## config.mk

```make
export PLATFORM = sky130hd
export DESIGN_NAME = eorm_rx_ovh_regs
export DESIGN_NICKNAME = d
export VERILOG_FILES = /design/src/hdl/eorm_pkg.sv /design/src/hdl/eorm_rx_ovh_regs.sv
export SDC_FILE = /design/constraint.sdc
export NUM_CORES = 1
export LEC_CHECK = 0
export BUFFER_PORTS_ARGS = -buffer_cell sky130_fd_sc_hd__buf_2
export CORE_UTILIZATION = 35
export DETAILED_ROUTE_END_ITERATION = 12
export SYNTH_ARGS = -nofsm -noshare
export SYNTH_HDL_FRONTEND = slang
export SYNTH_SLANG_ARGS = --single-unit
```

## constraint.sdc

```tcl
create_clock -name ref_clk -period 3.2 [get_ports ref_clk]
set_input_delay 0.64 -clock ref_clk [delete_from_list [all_inputs] [get_ports ref_clk]]
set_output_delay 0.64 -clock ref_clk [all_outputs]
set_load 0.005 [all_outputs]
```

## src/hdl/eorm_pkg.sv

```systemverilog
// Constants and types for the E3 receive overhead monitor register bank.
// Assumes a single 200 MHz clock shared with the port framer and an APB master.
package eorm_pkg;

  localparam int unsigned APB_ADDR_W = 8;
  localparam int unsigned DATA_W = 32;
  localparam int unsigned REG_W = 16;
  localparam int unsigned IDX_W = 6;

  // Register indices; the byte address on APB is four times the index
  localparam logic [5:0] IDX_LATCHED = 6'h2A;
  localparam logic [5:0] IDX_IRQ_EN2 = 6'h2E;
  localparam logic [5:0] IDX_MA_INFO = 6'h30;
  localparam logic [5:0] IDX_NR_GC = 6'h32;
  localparam logic [5:0] IDX_FRAME_CNT = 6'h34;
  localparam logic [5:0] IDX_PARITY_CNT = 6'h36;
  localparam logic [5:0] IDX_REMOTE_CNT = 6'h38;
  localparam logic [5:0] IDX_CONTROL = 6'h3A;

  // Bit positions shared by the latched flags and their enables, then the control bit
  localparam int unsigned BIT_REMOTE_ERR = 10;
  localparam int unsigned BIT_PARITY_ERR = 9;
  localparam int unsigned BIT_FRAME_ERR = 8;
  localparam int unsigned BIT_REMOTE_CNT = 2;
  localparam int unsigned BIT_PARITY_CNT = 1;
  localparam int unsigned BIT_FRAME_CNT = 0;
  localparam logic [15:0] FLAG_MASK = 16'h0707;
  localparam int unsigned BIT_TI_EXTRACT = 0;

  // Field positions inside the read words and the received MA byte
  localparam int unsigned PT_LSB = 4;
  localparam int unsigned GC_LSB = 8;
  localparam int unsigned MA_PT_LSB = 3;

  // Counter slots
  localparam int unsigned CNT_FRAME = 0;
  localparam int unsigned CNT_PARITY = 1;
  localparam int unsigned CNT_REMOTE = 2;

  // Reset values and the counter saturation limit
  localparam logic [15:0] IRQ_EN_RST = 16'h0000;
  localparam logic [15:0] LATCHED_RST = 16'h0000;
  localparam logic [15:0] COUNT_RST = 16'h0000;
  localparam logic [15:0] COUNT_MAX = 16'hFFFF;

  // Frames of identical value needed before an overhead value is accepted
  localparam int unsigned INTEG_FRAMES = 3;
  localparam logic [1:0] INTEG_LAST = 2'(INTEG_FRAMES - 1);
  localparam logic [1:0] TI_LAST_PHASE = 2'h3;

  typedef struct packed {
    logic [7:0] pres;
    logic [7:0] cand;
    logic [1:0] cnt;
  } eorm_integ_t;

endpackage

```

## src/hdl/eorm_rx_ovh_regs.sv

```systemverilog
// Per-port receive overhead monitor: latched error flags, their interrupt
// enables, integrated MA/NR/GC overhead and three error counters over APB.
// Assumes framer strobes and perf_monitor_update are on ref_clk, one cycle each.
//
// Added by the designer: the APB register port.
`timescale 1ns/1ps

module eorm_rx_ovh_regs
  import eorm_pkg::*;
(
  input wire logic ref_clk,
  input wire logic reset_n,
  input wire logic psel,
  input wire logic penable,
  input wire logic pwrite,
  input wire logic [APB_ADDR_W-1:0] paddr,
  input wire logic [DATA_W-1:0] pwdata,
  input wire logic [3:0] pstrb,
  output logic [DATA_W-1:0] prdata,
  output logic pready,
  output logic pslverr,
  input wire logic frame_valid,
  input wire logic [7:0] ma_byte,
  input wire logic [7:0] nr_byte,
  input wire logic [7:0] gc_byte,
  input wire logic frame_err_evt,
  input wire logic parity_err_evt,
  input wire logic remote_err_evt,
  input wire logic perf_monitor_update,
  input wire logic global_port_irq_enable,
  output logic irq_req
);

  typedef struct packed {
    logic [15:0] irq_en;
    logic [15:0] latched;
    logic ti_extract_en;
    logic [2:0][15:0] acc;
    logic [2:0][15:0] count;
    eorm_integ_t pt;
    eorm_integ_t ti;
    eorm_integ_t nr;
    eorm_integ_t gc;
    logic [3:0] ti_shift;
    logic [1:0] ti_phase;
    logic [DATA_W-1:0] rdata;
    logic slverr;
  } eorm_state_t;

  eorm_state_t st_q;
  eorm_state_t st_d;

  logic [IDX_W-1:0] idx;
  logic [2:0] evt;
  logic wr_en;
  logic [15:0] wmask;
  logic [15:0] wdata;

  // Accepts a value only after INTEG_FRAMES identical frames in a row
  function automatic eorm_integ_t integ_step(eorm_integ_t s, logic [7:0] v);
    eorm_integ_t r;
    r = s;
    if (v == s.pres) begin
      r.cand = s.pres;
      r.cnt = 2'h0;
    end else if (v != s.cand || s.cnt == 2'h0) begin
      r.cand = v;
      r.cnt = 2'h1;
    end else if (s.cnt == INTEG_LAST) begin
      r.pres = v;
      r.cnt = 2'h0;
    end else begin
      r.cnt = s.cnt + 2'h1;
    end
    return r;
  endfunction

  // Saturating so a long interval never wraps to a small count
  function automatic logic [15:0] count_step(logic [15:0] acc, logic e);
    if (e && acc != COUNT_MAX) begin
      return acc + 16'h0001;
    end else begin
      return acc;
    end
  endfunction

  function automatic logic reg_hit(logic [IDX_W-1:0] i);
    if (i == IDX_LATCHED) begin
      return 1'b1;
    end else if (i == IDX_IRQ_EN2 || i == IDX_MA_INFO || i == IDX_NR_GC) begin
      return 1'b1;
    end else if (i == IDX_FRAME_CNT || i == IDX_PARITY_CNT) begin
      return 1'b1;
    end else if (i == IDX_REMOTE_CNT || i == IDX_CONTROL) begin
      return 1'b1;
    end else begin
      return 1'b0;
    end
  endfunction

  function automatic logic [15:0] rd_word(eorm_state_t s, logic [IDX_W-1:0] i);
    logic [15:0] w;
    w = 16'h0000;
    if (i == IDX_LATCHED) begin
      w = s.latched & FLAG_MASK;
    end else if (i == IDX_IRQ_EN2) begin
      w = s.irq_en & FLAG_MASK;
    end else if (i == IDX_MA_INFO) begin
      w[PT_LSB +: 3] = s.pt.pres[2:0];
      w[3:0] = s.ti.pres[3:0];
    end else if (i == IDX_NR_GC) begin
      w[GC_LSB +: 8] = s.gc.pres;
      w[7:0] = s.nr.pres;
    end else if (i == IDX_FRAME_CNT) begin
      w = s.count[CNT_FRAME];
    end else if (i == IDX_PARITY_CNT) begin
      w = s.count[CNT_PARITY];
    end else if (i == IDX_REMOTE_CNT) begin
      w = s.count[CNT_REMOTE];
    end else if (i == IDX_CONTROL) begin
      w[BIT_TI_EXTRACT] = s.ti_extract_en;
    end
    return w;
  endfunction

  assign idx = paddr[APB_ADDR_W-1:2];
  assign evt = {remote_err_evt, parity_err_evt, frame_err_evt};
  // Zero-wait slave: every access phase completes in its first cycle
  assign pready = 1'b1;
  assign wr_en = psel && penable && pwrite && !st_q.slverr;
  assign wmask = {{8{pstrb[1]}}, {8{pstrb[0]}}};
  assign wdata = pwdata[15:0];

  always_comb begin
    logic [15:0] set_bits;
    logic [15:0] clr_bits;
    logic [3:0] ti_word;
    st_d = st_q;
    set_bits = 16'h0000;
    clr_bits = 16'h0000;
    ti_word = 4'h0;

    // APB setup phase: decode and capture read data for the access phase
    if (psel && !penable) begin
      st_d.slverr = !reg_hit(idx) || (paddr[1:0] != 2'b00);
      st_d.rdata = {16'h0000, rd_word(st_q, idx)};
    end

    if (wr_en) begin
      if (idx == IDX_IRQ_EN2) begin
        st_d.irq_en = ((st_q.irq_en & ~wmask) | (wdata & wmask)) & FLAG_MASK;
      end else if (idx == IDX_LATCHED) begin
        clr_bits = wdata & wmask & FLAG_MASK;
      end else if (idx == IDX_CONTROL && pstrb[0]) begin
        st_d.ti_extract_en = wdata[BIT_TI_EXTRACT];
      end
    end

    set_bits[BIT_REMOTE_ERR] = remote_err_evt;
    set_bits[BIT_PARITY_ERR] = parity_err_evt;
    set_bits[BIT_FRAME_ERR] = frame_err_evt;

    // Counters: accumulate privately, publish only on the update strobe
    for (int k = 0; k < 3; k++) begin
      if (perf_monitor_update) begin
        st_d.count[k] = count_step(st_q.acc[k], evt[k]);
        st_d.acc[k] = COUNT_RST;
      end else begin
        st_d.acc[k] = count_step(st_q.acc[k], evt[k]);
      end
    end
    // Count status is "published count nonzero"; a rise sets the change flag
    if (perf_monitor_update) begin
      set_bits[BIT_FRAME_CNT] = (st_q.count[CNT_FRAME] == 16'h0000)
        && (st_d.count[CNT_FRAME] != 16'h0000);
      set_bits[BIT_PARITY_CNT] = (st_q.count[CNT_PARITY] == 16'h0000)
        && (st_d.count[CNT_PARITY] != 16'h0000);
      set_bits[BIT_REMOTE_CNT] = (st_q.count[CNT_REMOTE] == 16'h0000)
        && (st_d.count[CNT_REMOTE] != 16'h0000);
    end

    // A flag set in the same cycle as its clear stays set
    st_d.latched = ((st_q.latched & ~clr_bits) | set_bits) & FLAG_MASK;

    if (frame_valid) begin
      st_d.pt = integ_step(st_q.pt, {5'h00, ma_byte[MA_PT_LSB +: 3]});
      st_d.nr = integ_step(st_q.nr, nr_byte);
      st_d.gc = integ_step(st_q.gc, gc_byte);
      if (st_q.ti_extract_en) begin
        // MA[8] marks the first frame; MA[7] carries one timing bit per frame
        if (ma_byte[0]) begin
          st_d.ti_shift = {3'b000, ma_byte[1]};
          st_d.ti_phase = 2'h1;
        end else begin
          ti_word = {st_q.ti_shift[2:0], ma_byte[1]};
          st_d.ti_shift = ti_word;
          st_d.ti_phase = st_q.ti_phase + 2'h1;
          if (st_q.ti_phase == TI_LAST_PHASE) begin
            st_d.ti = integ_step(st_q.ti, {4'h0, ti_word});
          end
        end
      end else begin
        st_d.ti_phase = 2'h0;
        st_d.ti = integ_step(st_q.ti, {5'h00, ma_byte[2:0]});
      end
    end
  end

  always_ff @(posedge ref_clk or negedge reset_n) begin
    if (!reset_n) begin
      st_q <= '0;
      st_q.irq_en <= IRQ_EN_RST;
      st_q.latched <= LATCHED_RST;
    end else begin
      st_q <= st_d;
    end
  end

  assign prdata = st_q.rdata;
  assign pslverr = st_q.slverr;
  // Enable bit gates each flag; the port-level enable gates them all
  assign irq_req = global_port_irq_enable
    && |(st_q.latched & st_q.irq_en & FLAG_MASK);
endmodule

```

==> results.sh <==
export IMPL_rows=60
export IMPL_power_share_clock=0.404
export IMPL_synth_top_area_frac=0.4743
export IMPL_cts_path_max_buffers=2
export IMPL_cts_reportedPaths_clkPinSlew_ns=0.07
export IMPL_wire_per_inst_um=17.49
export IMPL_dieWidth_um=169.0
export IMPL_p_comb_frac=0.110
export IMPL_final_hold_violation_count=0
export IMPL_yosysTopAreaCell="dfrtp_1"
export IMPL_gp_congestion=0.8277
export IMPL_setup_tns_ns=0
export IMPL_p_per_area_nw_per_um2=481.6
export IMPL_nets=1093
export IMPL_outcome="completed"
export IMPL_initial_core_util=0.3592
export IMPL_required_ns=3.52
export IMPL_root_buffer="clkbuf_16"
export IMPL_rsz0062_at_grt="false"
export IMPL_place_hpwl_mm=18.10
export IMPL_synth_seq_area_share=0.4743
export IMPL_layout_worst_path_cycle_share=0.9143
export IMPL_antenna_left=0
export IMPL_yosysWarnings=0
export IMPL_postSynth_asyncResetShare=1.000
export IMPL_grt_first_pass_wirelength_mm=39.59
export IMPL_fp_dieH_um=169.0
export IMPL_grt_pass1_vias=7257
export IMPL_finalWirelength_mm=24.40
export IMPL_firstDrtPassIters=6
export IMPL_cts_htree_levels=4
export IMPL_slowest_delay_ns=0.51
export IMPL_r2r_start="st_q[159]$_DFF_PN0_"
export IMPL_ios=114
export IMPL_fin_skew_ns=0.01600
export IMPL_min_period_ns=2.926
export IMPL_io_buffer_count=66
export IMPL_numPlacedInstances=1363
export IMPL_synth_ff_type="dfrtp_1"
export IMPL_path_max_fanout=5
export IMPL_layout_drive_gt1_share=0.2072
export IMPL_cpMaxStageDelayCell="or4_1"
export IMPL_clk_latency_ns=0.44
export IMPL_antenna_cells=0
export IMPL_final_max_slew_viol_count=0
export IMPL_dieArea_um2=28560
export IMPL_worstMarginPinSlew_ns=0.8517
export IMPL_drtIter0Drc=576
export IMPL_switching_share=0.2703
export IMPL_path_cells="ha_1 > nand3_1 > nor4_1 > mux2i_1 > o21ai_0 > or4_1 > or4b_1 > o31a_1"
export IMPL_ys_ff_latch=185
export IMPL_hold_class="input port to async pin"
export IMPL_ff2ff_path_depth=8
export IMPL_grt_max_degree=79
export IMPL_synth_edf_count=0
export IMPL_crit_family="simple AND/OR/NAND/NOR gates"
export IMPL_setup_viol=0
export IMPL_drc=0
export IMPL_rrSetupSlack_ns=0.27
export IMPL_cap_violations=0
export IMPL_grt_antenna_before_repair=0
export IMPL_fmax_ghz=0.3418
export IMPL_cp_data_arrival_time_ns=3.25
export IMPL_cts_tree="done"
export IMPL_vias_per_cell=5.308
export IMPL_clock_sinks=185
export IMPL_p_seq_frac=0.486
export IMPL_relSlewSlack=0.4319
export IMPL_ir_drop_mv=0.2763
export IMPL_endpoint_kind="flip-flop"
export IMPL_p_int_mw=3.884
export IMPL_cts_hold_fix_buffers=0
export IMPL_grt_overflow=0
export IMPL_cp_start_kind="flip-flop"
export IMPL_grt_use_total=0.1771
export IMPL_ys_types=69
export IMPL_cts_buffers=17
export IMPL_synthTopCellsByArea="dfrtp_1 (47%), mux2_2 (8.4%), xor2_1 (4.3%)"
export IMPL_areaGrowthSynthToFinish_pct=13.24
export IMPL_leakage_nw=4.931
export IMPL_postCtsSetupRepairBufs=0
export IMPL_cts_resized=0
export IMPL_synth_area_per_cell_um2=10.24
export IMPL_synthesis_area_um2=9761
export IMPL_layoutNonFillerInstCount=1395
export IMPL_coreArea_um2=27180
export IMPL_critPathBufInv=0
export IMPL_path_class="flip-flop to flip-flop"
export IMPL_synthCells=953
export IMPL_vias=7405
export IMPL_switchingPower_mw=1.439
export IMPL_r2r_end="st_q[208]$_DFF_PN0_"
cells in the mapped netlist, types with 24 or more instances:
library cell	count
dfrtp_1	185
nor2_1	83
mux2_2	73
nand2_1	56
xor2_1	48
a21oi_1	42
o21ai_0	40
buf_4	33
nor4_1	31
inv_1	29
nand3_1	27
xnor2_1	26
a22oi_1	24
clkbuf_1	24
registers in the layout, summed over array words and instances, names as in the netlist, named ones only:
register  count
prdata       16
pslverr       1
st_q        162
layout make-up:
class	count	area (um2)
timing repair buffer	92	561.8
clock buffer	17	425.4
inverter	29	108.9
clock inverter	15	165.2
fill	2688	16120
multi-input combinational	685	4697
sequential	185	4629
tap	372	465.4
layer usage:
metal  routed length, um  part of all wire  GRT usage
met1               11640              0.48     0.2461
met2               11660              0.48     0.2923
met3                 886             0.036    0.02619
met4                 213            0.0087    0.03799
met5                   0                 0          0
power by group through the flow:
stage	sequential, mW	combinational, mW	clock [mW]
4_1_cts	2.59	0.591	2.19
2_1_floorplan	2.59	0.392	0
3_3_place_gp	2.63	0.576	0
6_report	2.59	0.584	2.15
3_5_place_dp	2.63	0.588	0
5_1_grt	2.60	0.667	2.29
how the worst max path moves through the flow:
stage | start | end | slack [ns] | cells past startpoint
after floorplan | remote_err_evt | st_q[210]$_DFF_PN0_ | 0.27 | 8
after global placement | frame_err_evt | st_q[208]$_DFF_PN0_ | 0.22 | 8
after detailed placement | remote_err_evt | st_q[210]$_DFF_PN0_ | 0.21 | 8
after CTS | st_q[159]$_DFF_PN0_ | st_q[208]$_DFF_PN0_ | 0.28 | 8
after global routing | st_q[159]$_DFF_PN0_ | st_q[208]$_DFF_PN0_ | 0.10 | 8
final | st_q[159]$_DFF_PN0_ | st_q[208]$_DFF_PN0_ | 0.27 | 8
through the flow:
step           utilization  hold WS, ns  total power [mW]  setup slack (ns)  area (um2)
6_report            0.4067       0.2372             5.323            0.2741       11050
5_1_grt             0.4067       0.2792             5.559            0.1030       11050
4_1_cts             0.4067       0.2595             5.366            0.2811       11050
3_5_place_dp        0.3850       0.4631             3.220            0.2138       10460
3_3_place_gp        0.3850       0.4601             3.203            0.2242       10460
2_1_floorplan            -       0.3444             2.981            0.2720        9817
logic make-up (layout without fill, tap and decap cells):
family          count (synthesis)  after routing  share of synthesized area
other cells                     2             17                  0.0007694
xor+xnor                       74             74                    0.06640
compound gates                181            181                     0.1263
fa+ha+maj                       4              4                   0.005128
simple gates                  326            326                     0.1819
flops                         185            185                     0.4743
mux                            83             83                    0.09448
buf+inv                        98            153                    0.05076
layout by cell type (no fill, tap or decap), types with 10 or more instances in the layout:
| master | n |
|---|---|
| nor3_1 | 18 |
| inv_1 | 29 |
| a21oi_1 | 42 |
| mux2_2 | 73 |
| a31oi_1 | 17 |
| clkbuf_16 | 17 |
| nand3_1 | 27 |
| dfrtp_1 | 185 |
| and2_1 | 18 |
| o21ai_0 | 40 |
| buf_4 | 25 |
| xnor2_1 | 26 |
| nand4_1 | 15 |
| buf_2 | 64 |
| nand2b_1 | 14 |
| xor2_1 | 48 |
| conb_1 | 17 |
| a22oi_1 | 24 |
| and3_1 | 13 |
| nor4_1 | 31 |
| nand2_1 | 56 |
| nor2_1 | 83 |
| mux2i_1 | 10 |
worst reg2reg max path: stages (launching register included):
cell	delay, ns
dfrtp_1	0.40
ha_1	0.26
nand3_1	0.15
nor4_1	0.32
mux2i_1	0.33
o21ai_0	0.13
or4_1	0.51
or4b_1	0.47
o31a_1	0.25
No activity file was read; power rests on OpenSTA's default activity.
